## src/design/svi_pkg.sv

```systemverilog
// Purpose: Shared constants and types for the receiver interrupt block
// Assumes: Two-byte register sub-address on the two-wire control bus
// Notes:   Crystal period is taken as a whole number of ref_clk cycles
package svi_pkg;

  // Register offsets
  localparam logic [15:0] OFS_CAPTURE_CFG  = 16'h1a69;
  localparam logic [15:0] OFS_LVL_CLR_A    = 16'h1a6a;
  localparam logic [15:0] OFS_LVL_CLR_B    = 16'h1a6b;
  localparam logic [15:0] OFS_LVL_PIN2_A   = 16'h1a6c;
  localparam logic [15:0] OFS_LVL_PIN2_B   = 16'h1a6d;
  localparam logic [15:0] OFS_EDGE_CLR_A   = 16'h1a70;
  localparam logic [15:0] OFS_EDGE_CLR_B   = 16'h1a71;

  // Field positions
  localparam int unsigned CFG_DUR_LSB      = 0;
  localparam int unsigned CFG_KEEP_BIT     = 2;
  localparam int unsigned LVL_A_MSB        = 5;
  localparam int unsigned EDGE_A_MSB       = 5;
  localparam int unsigned EDGE_B_LSB       = 6;

  // Reset values
  localparam logic [7:0]  RST_CAPTURE_CFG  = 8'h00;
  localparam logic [7:0]  RST_LVL_PIN2_A   = 8'h00;
  localparam logic [7:0]  RST_LVL_PIN2_B   = 8'h00;
  localparam logic [7:0]  RST_READ_ZERO    = 8'h00;

  // Pin pulse lengths in crystal periods
  localparam int unsigned PULSE_XTAL_SHORT = 4;
  localparam int unsigned PULSE_XTAL_MID   = 16;
  localparam int unsigned PULSE_XTAL_LONG  = 64;

  // Event counts
  localparam int unsigned LVL_N            = 14;
  localparam int unsigned EDGE_N           = 8;

  typedef enum logic [1:0] {
    SVI_DUR_SHORT = 2'b00,
    SVI_DUR_MID   = 2'b01,
    SVI_DUR_LONG  = 2'b10,
    SVI_DUR_HOLD  = 2'b11
  } svi_dur_e;

  typedef enum logic [2:0] {
    SVI_ST_IDLE   = 3'b000,
    SVI_ST_RX     = 3'b001,
    SVI_ST_RX_ACK = 3'b010,
    SVI_ST_TX     = 3'b011,
    SVI_ST_TX_ACK = 3'b100
  } svi_bus_state_e;

  typedef struct packed {
    logic cable_sense;
    logic link_pll_lock;
    logic link_clock_sense;
    logic stereo_video;
    logic av_silence;
    logic link_mode;
    logic general_ctrl_pkt;
    logic gamut_pkt;
    logic recording_code2;
    logic recording_code1;
    logic vendor_frame;
    logic media_frame;
    logic product_frame;
    logic video_info_frame;
  } svi_lvl_evt_s;

  typedef struct packed {
    logic vendor_frame_sum_err;
    logic media_frame_sum_err;
    logic product_frame_sum_err;
    logic video_frame_sum_err;
    logic colour_depth_change;
    logic link_clock_change;
    logic packet_fault;
    logic gamut_pkt_edge;
  } svi_edge_evt_s;

endpackage : svi_pkg

```

## src/design/svi_irq_ctrl.sv

```systemverilog
// Purpose: Receiver interrupt status, clear, pin enable and pin pulse
// Assumes: Event inputs are on ref_clk; bus pins are asynchronous
// Notes:   Bus slave is a minimal two-wire target, no clock stretching
`timescale 1ns/1ps
`default_nettype none
// Functional notes
// - Keep-masked set: status captures triggered events even with enable off.
// - Events captured with enable off are readable but reach the pin only once their enable is set.
// - Status holds until its clear; only then may the source interrupt again.
// - Keep-masked clear: events with enable off are not retained.
// - Pin length code: 4, 16, 64 crystal periods, or held until cleared.
// - Cable sense clear bit clears its status.
// - Link PLL lock clear bit clears its status.
// - Link clock sense clear bit clears its status.
// - Stereo video clear bit clears its status.
// - AV silence clear bit clears its status.
// - Link mode clear bit clears its status.
// - General control and gamut packet clear bits clear their own status.
// - Recording code and frame clear bits each clear only their own status.
// - Writing zero to a clear bit changes nothing.
// - Level enables in the first enable register route events to the pin.
// - Packet and frame enables route their events to the pin.
// - An enable at zero keeps its event off the pin.
// - Frame checksum error clear bits clear their edge status.
// - Colour depth and link clock change clears clear their edge status.
// - Packet fault edge clear bit clears its status.
// - Gamut edge clear bit clears its status.
module svi_irq_ctrl
  import svi_pkg::*;
#(
  parameter logic [6:0]  DEV_ADDR = 7'h4c,
  parameter int unsigned XTAL_DIV = 1
) (
  input  wire logic          ref_clk,
  input  wire logic          rst_n,
  input  wire logic          scl_in,
  input  wire logic          sda_in,
  output logic               sda_out,
  output logic               sda_oe_n,
  input  wire svi_lvl_evt_s  lvl_evt,
  input  wire svi_edge_evt_s edge_evt,
  output svi_lvl_evt_s       lvl_status,
  output svi_edge_evt_s      edge_status,
  output logic               second_irq_pin
);

  if (XTAL_DIV < 1 || XTAL_DIV > 1024) begin : g_chk
    $error("svi_irq_ctrl XTAL_DIV must lie in 1..1024");
  end

  localparam int unsigned CNT_SHORT = PULSE_XTAL_SHORT * XTAL_DIV;
  localparam int unsigned CNT_MID   = PULSE_XTAL_MID * XTAL_DIV;
  localparam int unsigned CNT_LONG  = PULSE_XTAL_LONG * XTAL_DIV;
  localparam int unsigned CNT_W     = $clog2(CNT_LONG + 1);

  // Pin synchronisers
  logic            scl_m_ff;
  logic            scl_s_ff;
  logic            scl_d_ff;
  logic            sda_m_ff;
  logic            sda_s_ff;
  logic            sda_d_ff;

  // Bus target state
  svi_bus_state_e  state_ff;
  svi_bus_state_e  nxt_state;
  logic [3:0]      bit_cnt_ff;
  logic [3:0]      nxt_bit_cnt;
  logic [1:0]      byte_idx_ff;
  logic [1:0]      nxt_byte_idx;
  logic [7:0]      shreg_ff;
  logic [7:0]      nxt_shreg;
  logic            rw_ff;
  logic            nxt_rw;
  logic [15:0]     addr_ff;
  logic [15:0]     nxt_addr;
  logic            sda_oe_n_ff;
  logic            nxt_sda_oe_n;
  logic            wr_stb;

  // Registers
  logic            keep_ff;
  logic [1:0]      dur_ff;
  logic [LVL_N-1:0] lvl_en_ff;
  logic [7:0]      rd_data;

  // Pin pulse
  logic [CNT_W-1:0] cnt_ff;
  logic [CNT_W-1:0] nxt_cnt;
  logic [CNT_W-1:0] pulse_len;
  logic [LVL_N-1:0] pin_src_d_ff;
  logic             pin_ff;
  logic             nxt_pin;

  // Bus conditions
  wire scl_rise = scl_s_ff & ~scl_d_ff;
  wire scl_fall = ~scl_s_ff & scl_d_ff;
  wire bus_start = scl_s_ff & scl_d_ff & sda_d_ff & ~sda_s_ff;
  wire bus_stop  = scl_s_ff & scl_d_ff & ~sda_d_ff & sda_s_ff;
  wire addr_hit  = (shreg_ff[7:1] == DEV_ADDR);

  // Write decode
  wire wr_cfg    = wr_stb && (addr_ff == OFS_CAPTURE_CFG);
  wire wr_clr_la = wr_stb && (addr_ff == OFS_LVL_CLR_A);
  wire wr_clr_lb = wr_stb && (addr_ff == OFS_LVL_CLR_B);
  wire wr_en_a   = wr_stb && (addr_ff == OFS_LVL_PIN2_A);
  wire wr_en_b   = wr_stb && (addr_ff == OFS_LVL_PIN2_B);
  wire wr_clr_ea = wr_stb && (addr_ff == OFS_EDGE_CLR_A);
  wire wr_clr_eb = wr_stb && (addr_ff == OFS_EDGE_CLR_B);

  // Clear strobes last one cycle and are never stored
  wire [5:0] clr_la = wr_clr_la ? shreg_ff[LVL_A_MSB:0] : 6'h00;
  wire [7:0] clr_lb = wr_clr_lb ? shreg_ff : 8'h00;
  wire [5:0] clr_ea = wr_clr_ea ? shreg_ff[EDGE_A_MSB:0] : 6'h00;
  wire [1:0] clr_eb = wr_clr_eb ? shreg_ff[7:EDGE_B_LSB] : 2'h0;

  // Only ones in the written byte clear anything
  wire [LVL_N-1:0]  lvl_clr  = {clr_la, clr_lb};
  wire [EDGE_N-1:0] edge_clr = {clr_ea, clr_eb};

  // Capture when enabled, or always when keep-masked is set
  wire [LVL_N-1:0]  lvl_cap  = lvl_en_ff | {LVL_N{keep_ff}};
  wire [LVL_N-1:0]  lvl_stat_v;
  wire [EDGE_N-1:0] edge_stat_v;

  // Masked status reaches the pin, unmasked never does
  wire [LVL_N-1:0]  pin_src = lvl_stat_v & lvl_en_ff;
  wire              pin_new = |(pin_src & ~pin_src_d_ff);
  wire              pin_any = |pin_src;

  // Read decode
  wire rd_cfg  = (addr_ff == OFS_CAPTURE_CFG);
  wire rd_en_a = (addr_ff == OFS_LVL_PIN2_A);
  wire rd_en_b = (addr_ff == OFS_LVL_PIN2_B);
  wire [7:0] rd_cfg_v  = {5'h00, keep_ff, dur_ff};
  wire [7:0] rd_en_a_v = {2'h0, lvl_en_ff[LVL_N-1:8]};
  wire [7:0] rd_en_b_v = lvl_en_ff[7:0];

  // Clear registers and unmapped offsets read zero
  assign rd_data = rd_cfg  ? rd_cfg_v  :
                   rd_en_a ? rd_en_a_v :
                   rd_en_b ? rd_en_b_v : RST_READ_ZERO;

  svi_status_cell #(
    .WIDTH (LVL_N)
  ) u_lvl_cell (
    .ref_clk (ref_clk),
    .rst_n   (rst_n),
    .src     (lvl_evt),
    .clr     (lvl_clr),
    .cap_en  (lvl_cap),
    .status  (lvl_stat_v)
  );

  // Edge events have no enable here, so they always capture
  svi_status_cell #(
    .WIDTH (EDGE_N)
  ) u_edge_cell (
    .ref_clk (ref_clk),
    .rst_n   (rst_n),
    .src     (edge_evt),
    .clr     (edge_clr),
    .cap_en  ({EDGE_N{1'b1}}),
    .status  (edge_stat_v)
  );

  assign lvl_status     = lvl_stat_v;
  assign edge_status    = edge_stat_v;
  assign sda_out        = 1'b0;
  assign sda_oe_n       = sda_oe_n_ff;
  assign second_irq_pin = pin_ff;

  // Bus target sequencing
  always_comb begin
    nxt_state    = state_ff;
    nxt_bit_cnt  = bit_cnt_ff;
    nxt_byte_idx = byte_idx_ff;
    nxt_shreg    = shreg_ff;
    nxt_rw       = rw_ff;
    nxt_addr     = addr_ff;
    nxt_sda_oe_n = sda_oe_n_ff;
    wr_stb       = 1'b0;
    if (bus_stop) begin
      nxt_state    = SVI_ST_IDLE;
      nxt_sda_oe_n = 1'b1;
    end else if (bus_start) begin
      nxt_state    = SVI_ST_RX;
      nxt_bit_cnt  = 4'h0;
      nxt_byte_idx = 2'h0;
      nxt_sda_oe_n = 1'b1;
    end else begin
      case (state_ff)
        SVI_ST_IDLE: begin
          nxt_sda_oe_n = 1'b1;
        end
        SVI_ST_RX: begin
          if (scl_rise && bit_cnt_ff != 4'h8) begin
            nxt_shreg   = {shreg_ff[6:0], sda_s_ff};
            nxt_bit_cnt = bit_cnt_ff + 4'h1;
          end else if (scl_fall && bit_cnt_ff == 4'h8) begin
            nxt_bit_cnt = 4'h0;
            if (byte_idx_ff != 2'h3) begin
              nxt_byte_idx = byte_idx_ff + 2'h1;
            end
            if (byte_idx_ff == 2'h0 && !addr_hit) begin
              // Not our address, stay off the bus until the next start
              nxt_state = SVI_ST_IDLE;
            end else begin
              nxt_state    = SVI_ST_RX_ACK;
              nxt_sda_oe_n = 1'b0;
            end
            case (byte_idx_ff)
              2'h0: nxt_rw = shreg_ff[0];
              2'h1: nxt_addr = {shreg_ff, addr_ff[7:0]};
              2'h2: nxt_addr = {addr_ff[15:8], shreg_ff};
              default: begin
                // Step only after data, the strobe still sees the old offset
                wr_stb   = 1'b1;
                nxt_addr = addr_ff + 16'h0001;
              end
            endcase
          end
        end
        SVI_ST_RX_ACK: begin
          if (scl_fall) begin
            if (rw_ff && byte_idx_ff == 2'h1) begin
              nxt_state    = SVI_ST_TX;
              nxt_shreg    = rd_data;
              nxt_sda_oe_n = rd_data[7];
            end else begin
              nxt_state    = SVI_ST_RX;
              nxt_sda_oe_n = 1'b1;
            end
          end
        end
        SVI_ST_TX: begin
          if (scl_fall) begin
            if (bit_cnt_ff == 4'h7) begin
              nxt_state    = SVI_ST_TX_ACK;
              nxt_bit_cnt  = 4'h0;
              nxt_sda_oe_n = 1'b1;
            end else begin
              nxt_shreg    = {shreg_ff[6:0], 1'b0};
              nxt_sda_oe_n = shreg_ff[6];
              nxt_bit_cnt  = bit_cnt_ff + 4'h1;
            end
          end
        end
        SVI_ST_TX_ACK: begin
          if (scl_rise) begin
            if (sda_s_ff) begin
              nxt_state = SVI_ST_IDLE;
            end else begin
              nxt_addr = addr_ff + 16'h0001;
            end
          end else if (scl_fall) begin
            nxt_state    = SVI_ST_TX;
            nxt_shreg    = rd_data;
            nxt_sda_oe_n = rd_data[7];
          end
        end
        default: begin
          nxt_state    = SVI_ST_IDLE;
          nxt_sda_oe_n = 1'b1;
        end
      endcase
    end
  end

  // Pulse length from the two-bit code
  always_comb begin
    case (svi_dur_e'(dur_ff))
      SVI_DUR_SHORT: pulse_len = CNT_W'(CNT_SHORT);
      SVI_DUR_MID:   pulse_len = CNT_W'(CNT_MID);
      SVI_DUR_LONG:  pulse_len = CNT_W'(CNT_LONG);
      default:       pulse_len = CNT_W'(CNT_SHORT);
    endcase
  end

  // A new masked event restarts the pulse
  assign nxt_cnt = pin_new ? pulse_len :
                   (cnt_ff != '0) ? cnt_ff - CNT_W'(1) : '0;

  // Hold mode follows the masked status until software clears it
  assign nxt_pin = (dur_ff == SVI_DUR_HOLD) ? pin_any : (nxt_cnt != '0);

  always_ff @(posedge ref_clk) begin
    if (!rst_n) begin
      scl_m_ff <= 1'b1;
      scl_s_ff <= 1'b1;
      scl_d_ff <= 1'b1;
      sda_m_ff <= 1'b1;
      sda_s_ff <= 1'b1;
      sda_d_ff <= 1'b1;
    end else begin
      scl_m_ff <= scl_in;
      scl_s_ff <= scl_m_ff;
      scl_d_ff <= scl_s_ff;
      sda_m_ff <= sda_in;
      sda_s_ff <= sda_m_ff;
      sda_d_ff <= sda_s_ff;
    end
  end

  always_ff @(posedge ref_clk) begin
    if (!rst_n) begin
      state_ff    <= SVI_ST_IDLE;
      bit_cnt_ff  <= 4'h0;
      byte_idx_ff <= 2'h0;
      shreg_ff    <= 8'h00;
      rw_ff       <= 1'b0;
      addr_ff     <= 16'h0000;
      sda_oe_n_ff <= 1'b1;
    end else begin
      state_ff    <= nxt_state;
      bit_cnt_ff  <= nxt_bit_cnt;
      byte_idx_ff <= nxt_byte_idx;
      shreg_ff    <= nxt_shreg;
      rw_ff       <= nxt_rw;
      addr_ff     <= nxt_addr;
      sda_oe_n_ff <= nxt_sda_oe_n;
    end
  end

  always_ff @(posedge ref_clk) begin
    if (!rst_n) begin
      keep_ff <= RST_CAPTURE_CFG[CFG_KEEP_BIT];
      dur_ff  <= RST_CAPTURE_CFG[CFG_DUR_LSB +: 2];
    end else if (wr_cfg) begin
      keep_ff <= shreg_ff[CFG_KEEP_BIT];
      dur_ff  <= shreg_ff[CFG_DUR_LSB +: 2];
    end
  end

  always_ff @(posedge ref_clk) begin
    if (!rst_n) begin
      lvl_en_ff <= {RST_LVL_PIN2_A[LVL_A_MSB:0], RST_LVL_PIN2_B};
    end else begin
      if (wr_en_a) begin
        lvl_en_ff[LVL_N-1:8] <= shreg_ff[LVL_A_MSB:0];
      end
      if (wr_en_b) begin
        lvl_en_ff[7:0] <= shreg_ff;
      end
    end
  end

  always_ff @(posedge ref_clk) begin
    if (!rst_n) begin
      cnt_ff       <= '0;
      pin_src_d_ff <= '0;
      pin_ff       <= 1'b0;
    end else begin
      cnt_ff       <= nxt_cnt;
      pin_src_d_ff <= pin_src;
      pin_ff       <= nxt_pin;
    end
  end

endmodule : svi_irq_ctrl
`default_nettype wire

```

## src/design/svi_status_cell.sv

```systemverilog
// Purpose: Vector of sticky interrupt status flags
// Assumes: Sources come from logic on ref_clk
// Notes:   A set in the same cycle as its clear wins
`timescale 1ns/1ps
`default_nettype none
module svi_status_cell
  import svi_pkg::*;
#(
  parameter int unsigned WIDTH = 8
) (
  input  wire logic             ref_clk,
  input  wire logic             rst_n,
  input  wire logic [WIDTH-1:0] src,
  input  wire logic [WIDTH-1:0] clr,
  input  wire logic [WIDTH-1:0] cap_en,
  output logic      [WIDTH-1:0] status
);

  if (WIDTH < 1) begin : g_chk
    $error("svi_status_cell needs WIDTH of at least one");
  end

  logic [WIDTH-1:0] src_d_ff;
  logic [WIDTH-1:0] status_ff;
  logic             armed_ff;
  logic [WIDTH-1:0] trig;
  logic [WIDTH-1:0] nxt_status;

  // No trigger on the first cycle, the history is not yet valid
  assign trig       = (src ^ src_d_ff) & {WIDTH{armed_ff}};
  assign nxt_status = (status_ff & ~clr) | (trig & cap_en);
  assign status     = status_ff;

  always_ff @(posedge ref_clk) begin
    if (!rst_n) begin
      src_d_ff  <= '0;
      status_ff <= '0;
      armed_ff  <= 1'b0;
    end else begin
      src_d_ff  <= src;
      status_ff <= nxt_status;
      armed_ff  <= 1'b1;
    end
  end

endmodule : svi_status_cell
`default_nettype wire

```

## config.mk

```make
export PLATFORM = sky130hd
export DESIGN_NAME = svi_irq_ctrl
export DESIGN_NICKNAME = d
export VERILOG_FILES = /design/src/design/svi_pkg.sv /design/src/design/svi_irq_ctrl.sv /design/src/design/svi_status_cell.sv
export SDC_FILE = /design/constraint.sdc
export NUM_CORES = 1
export LEC_CHECK = 0
export BUFFER_PORTS_ARGS = -buffer_cell sky130_fd_sc_hd__buf_4
export CAP_MARGIN = 0
export CORE_MARGIN = 2
export CORE_UTILIZATION = 46
export DETAILED_ROUTE_END_ITERATION = 7
export PLACE_DENSITY = 0.71
export SETUP_SLACK_MARGIN = 0.3
export SYNTH_ARGS = -nofsm -noshare
export SYNTH_HDL_FRONTEND = slang
export SYNTH_SLANG_ARGS = --single-unit
```

## constraint.sdc

```tcl
create_clock -name ref_clk -period 2.64 [get_ports ref_clk]
set_input_delay 0.528 -clock ref_clk [delete_from_list [all_inputs] [get_ports ref_clk]]
set_output_delay 0.528 -clock ref_clk [all_outputs]
set_load 0.005 [all_outputs]
```

==> results.py <==
metrics = {
    "routing": {
        "num_vias": 5789,
        "totalWireLength_um": 16830,
        "drcViolationCount": 0,
        "dr.pass1.iters": 7,
        "dr.first_iter.drc_count": 412,
        "ant_nets": 0,
        "vias_per_cell": 5.944,
        "wire_per_inst_um": 17.28,
    },
    "cts": {
        "path_clk_slew_ns": 0.06,
        "clkLatencyLatePin_ns": 0.42,
        "clock_sinks": 125,
        "cts_buffer_depth": 2,
        "hold_buffers": 0,
        "cts-root-buf": "clkbuf_16",
        "cts_tree": "built",
        "cts_buffers": 17,
        "htreeDepth": 4,
    },
    "logic_synthesis": {
        "ys_types": 70,
        "synth-seq-area-share_pct": 39.62,
        "synth_fp_nets": 786,
        "synth.ff_latch_count": 125,
        "yosysMostFrequentCell": "dfxtp_1",
        "synth_top_cells_by_area": "dfxtp_1, nor2_1, nand2_1",
        "synthCells": 742,
        "avgSynthCellArea_sq_um": 8.512,
        "yosysWarnings": 0,
        "postSynth.asyncResetShare_pct": 0,
        "synth_edf_count": 0,
        "synth_area_sq_mm": 0.006316,
        "synth_top_flop_cell": "dfxtp_1",
        "yosysTopAreaCell": "dfxtp_1",
        "synth_top_area_share_pct": 39.62,
        "synthTopCellsByCount": "dfxtp_1, nor2_1, nand2_1",
    },
    "grt": {
        "grt_pass1_wl_um": 27310,
        "grt_pass1_vias": 5532,
        "overflow": 0,
        "grt_start_max_net_pins": 45,
        "track_usage_pct": 23.42,
        "antenna_found_initial": 0,
    },
    "timing": {
        "slew_headroom_pct": 50.30,
        "finalClockSkew_ns": 0.01023,
        "holdWs_ns": 0.2979,
        "period_share_pct": 84.61,
        "rsz0062_at_grt": "true",
        "finalHoldViolations": 0,
        "fin_crit_ns": 2.234,
        "fmax_ghz": 0.4477,
        "setup_tns_ns": 0,
        "tightest_slew_ns": 0.7445,
        "finalSetupViolCount": 0,
        "drv_slew": 0,
    },
    "floorplanning": {
        "die_area_sq_mm": 0.01468,
        "core_area_sq_mm": 0.01335,
        "rows": 42,
        "dieWidth_um": 121.2,
        "fp.dieH_um": 121.2,
        "ios": 51,
        "start_util_pct": 47.32,
    },
    "worst_setup_path": {
        "required_ns": 2.94,
        "crit_type": "reg -> reg",
        "r2r_end": "u_lvl_cell.status[3]",
        "cp-end-kind": "flip-flop",
        "critPathMaxFanout": 14,
        "r2r_start": "state_ff[2]",
        "start_kind": "flip-flop",
        "reg2reg_setup_slack_ns": 0.41,
        "arrival_ns": 2.53,
        "ff2ff_path_depth": 7,
    },
    "placement": {
        "routabilityCongestion": 0.9480,
        "io_buffers": 49,
        "post-dp-hpwl_um": 11550,
        "placed_area_sq_mm": 0.006832,
    },
    "job": {
        "drv_cap": 0,
    },
    "layout": {
        "drive_gt1_share_pct": 15.66,
        "ff_latch_area_sq_mm": 0.002504,
        "nets": 830,
        "final_cell_area_sq_mm": 0.007486,
        "antenna_cells": 0,
        "area_growth_pct": 18.52,
        "multi_input_area_sq_mm": 0.003542,
        "fillCellCount": 1224,
    },
    "run_status": {
        "status": "finished clean",
    },
    "pwr": {
        "ir_drop_mv": 0.5238,
        "power_density_mw_per_mm2": 670.1,
        "p_leak_nw": 2.911,
    },
    "min_path": {
        "hold_depth": 2,
        "min_from": "scl_in",
        "worst_hold_path.endpoint": "scl_m_ff",
        "min_path_type": "in -> reg",
    },
}
-- final cells by class --
class / count / share of cell area (%)
Clock inverter: 12 / 2.173
Multi-Input combinational cell: 549 / 47.32
Timing Repair Buffer: 68 / 6.819
Inverter: 25 / 1.254
Clock buffer: 19 / 6.050
Sequential cell: 125 / 33.44
Tap cell: 176 / 2.942
-- how the worst max path moves through the flow --
stage                           start               endpoint  slack [ns]
after detailed placement  state_ff[0]  u_edge_cell.status[6]        0.32
after floorplan              scl_s_ff   u_lvl_cell.status[1]        0.59
after CTS                    scl_s_ff   u_lvl_cell.status[3]        0.35
final                     state_ff[2]   u_lvl_cell.status[3]        0.41
after global routing      state_ff[2]   u_lvl_cell.status[1]        0.30
after global placement       scl_s_ff  u_edge_cell.status[7]        0.36
-- critical path, cell delays in order, from the launching register on --
cell and delay [ns]:
dfxtp_1 0.44, or3b_4 0.48, a2111oi_4 0.29, buf_4 0.22, and4_1 0.22, buf_4 0.21
a21boi_2 0.08, o21a_1 0.18
-- cells by family after synthesis --
kind of cell / count (synthesis) / synth area share, %
AOI/OAI and AO/OA: 199 / 21.55
xor gates and xnor gates: 27 / 3.744
adders and majority gates: 18 / 3.566
buffers and inverters: 68 / 4.536
DFF: 125 / 39.62
muxes: 19 / 3.051
other: 1 / 0.05937
and+or+nand+nor: 285 / 23.87
-- registers in the layout (all words and copies together), names as in the netlist, 2 cells and up --
name / count
u_lvl_cell.src_d_ff: 14
shreg_ff: 8
u_edge_cell.src_d_ff: 8
pin_src_d_ff: 14
u_edge_cell.status: 8
dur_ff: 2
state_ff: 3
byte_idx_ff: 2
cnt_ff: 7
addr_ff: 16
u_lvl_cell.status: 14
bit_cnt_ff: 4
lvl_en_ff: 14
-- through the flow --
step | utilization [%] | setup slack, ns | std cells | power (mW)
floorplan | - | 0.5858 | 742 | 2.472
global placement | 51.18 | 0.3584 | 940 | 2.618
global route | 56.08 | 0.2953 | 974 | 5.202
finish | 56.08 | 0.4064 | 974 | 5.016
CTS | 55.91 | 0.3458 | 973 | 5.034
detailed placement | 51.18 | 0.3229 | 940 | 2.638
-- report_power, final --
group          internal, mW  switching [mW]
combinational         0.272           0.285
sequential             1.98          0.0730
clock                  1.54           0.872
-- cells in the final DEF, fill, tap and decap left out, types with 4 or more instances in the layout --
cell	count
nor3_1	15
o32ai_1	4
nor3b_1	8
dfxtp_1	124
o211ai_1	8
nand4_1	12
o31ai_1	6
and3_1	9
a211oi_1	7
o22ai_1	10
a21o_1	5
a21boi_0	7
clkinvlp_4	5
clkbuf_16	17
or3_1	6
nand2_1	67
buf_4	68
nor2b_1	5
nor4_1	5
ha_1	16
a221oi_1	5
xor2_1	8
xnor2_1	19
nand2b_1	11
a21oi_1	37
a31oi_1	6
inv_1	24
and2_1	26
or4_1	8
nand3_1	14
o21ai_0	48
a21boi_2	8
a22oi_1	4
mux2i_1	17
nand3b_1	5
nor2_1	71
o21a_1	18
-- layer usage --
layer  vias up  global-route usage (%)  wire length, um
li1       2746                       -                -
met3        47                   5.122             1151
met4         0                   10.20              483
met5         -                       0                0
met1      2750                   29.69             7127
met2       246                   38.31             8069
-- timing repair --
action / 4_1_cts / 5_1_grt
resized for setup: 1 / 6
pin swaps: 1 / 3
setup buffers: 2 / 1
endpoints found under the setup margin: 8 / 42
No activity file was read; power rests on OpenSTA's default activity.
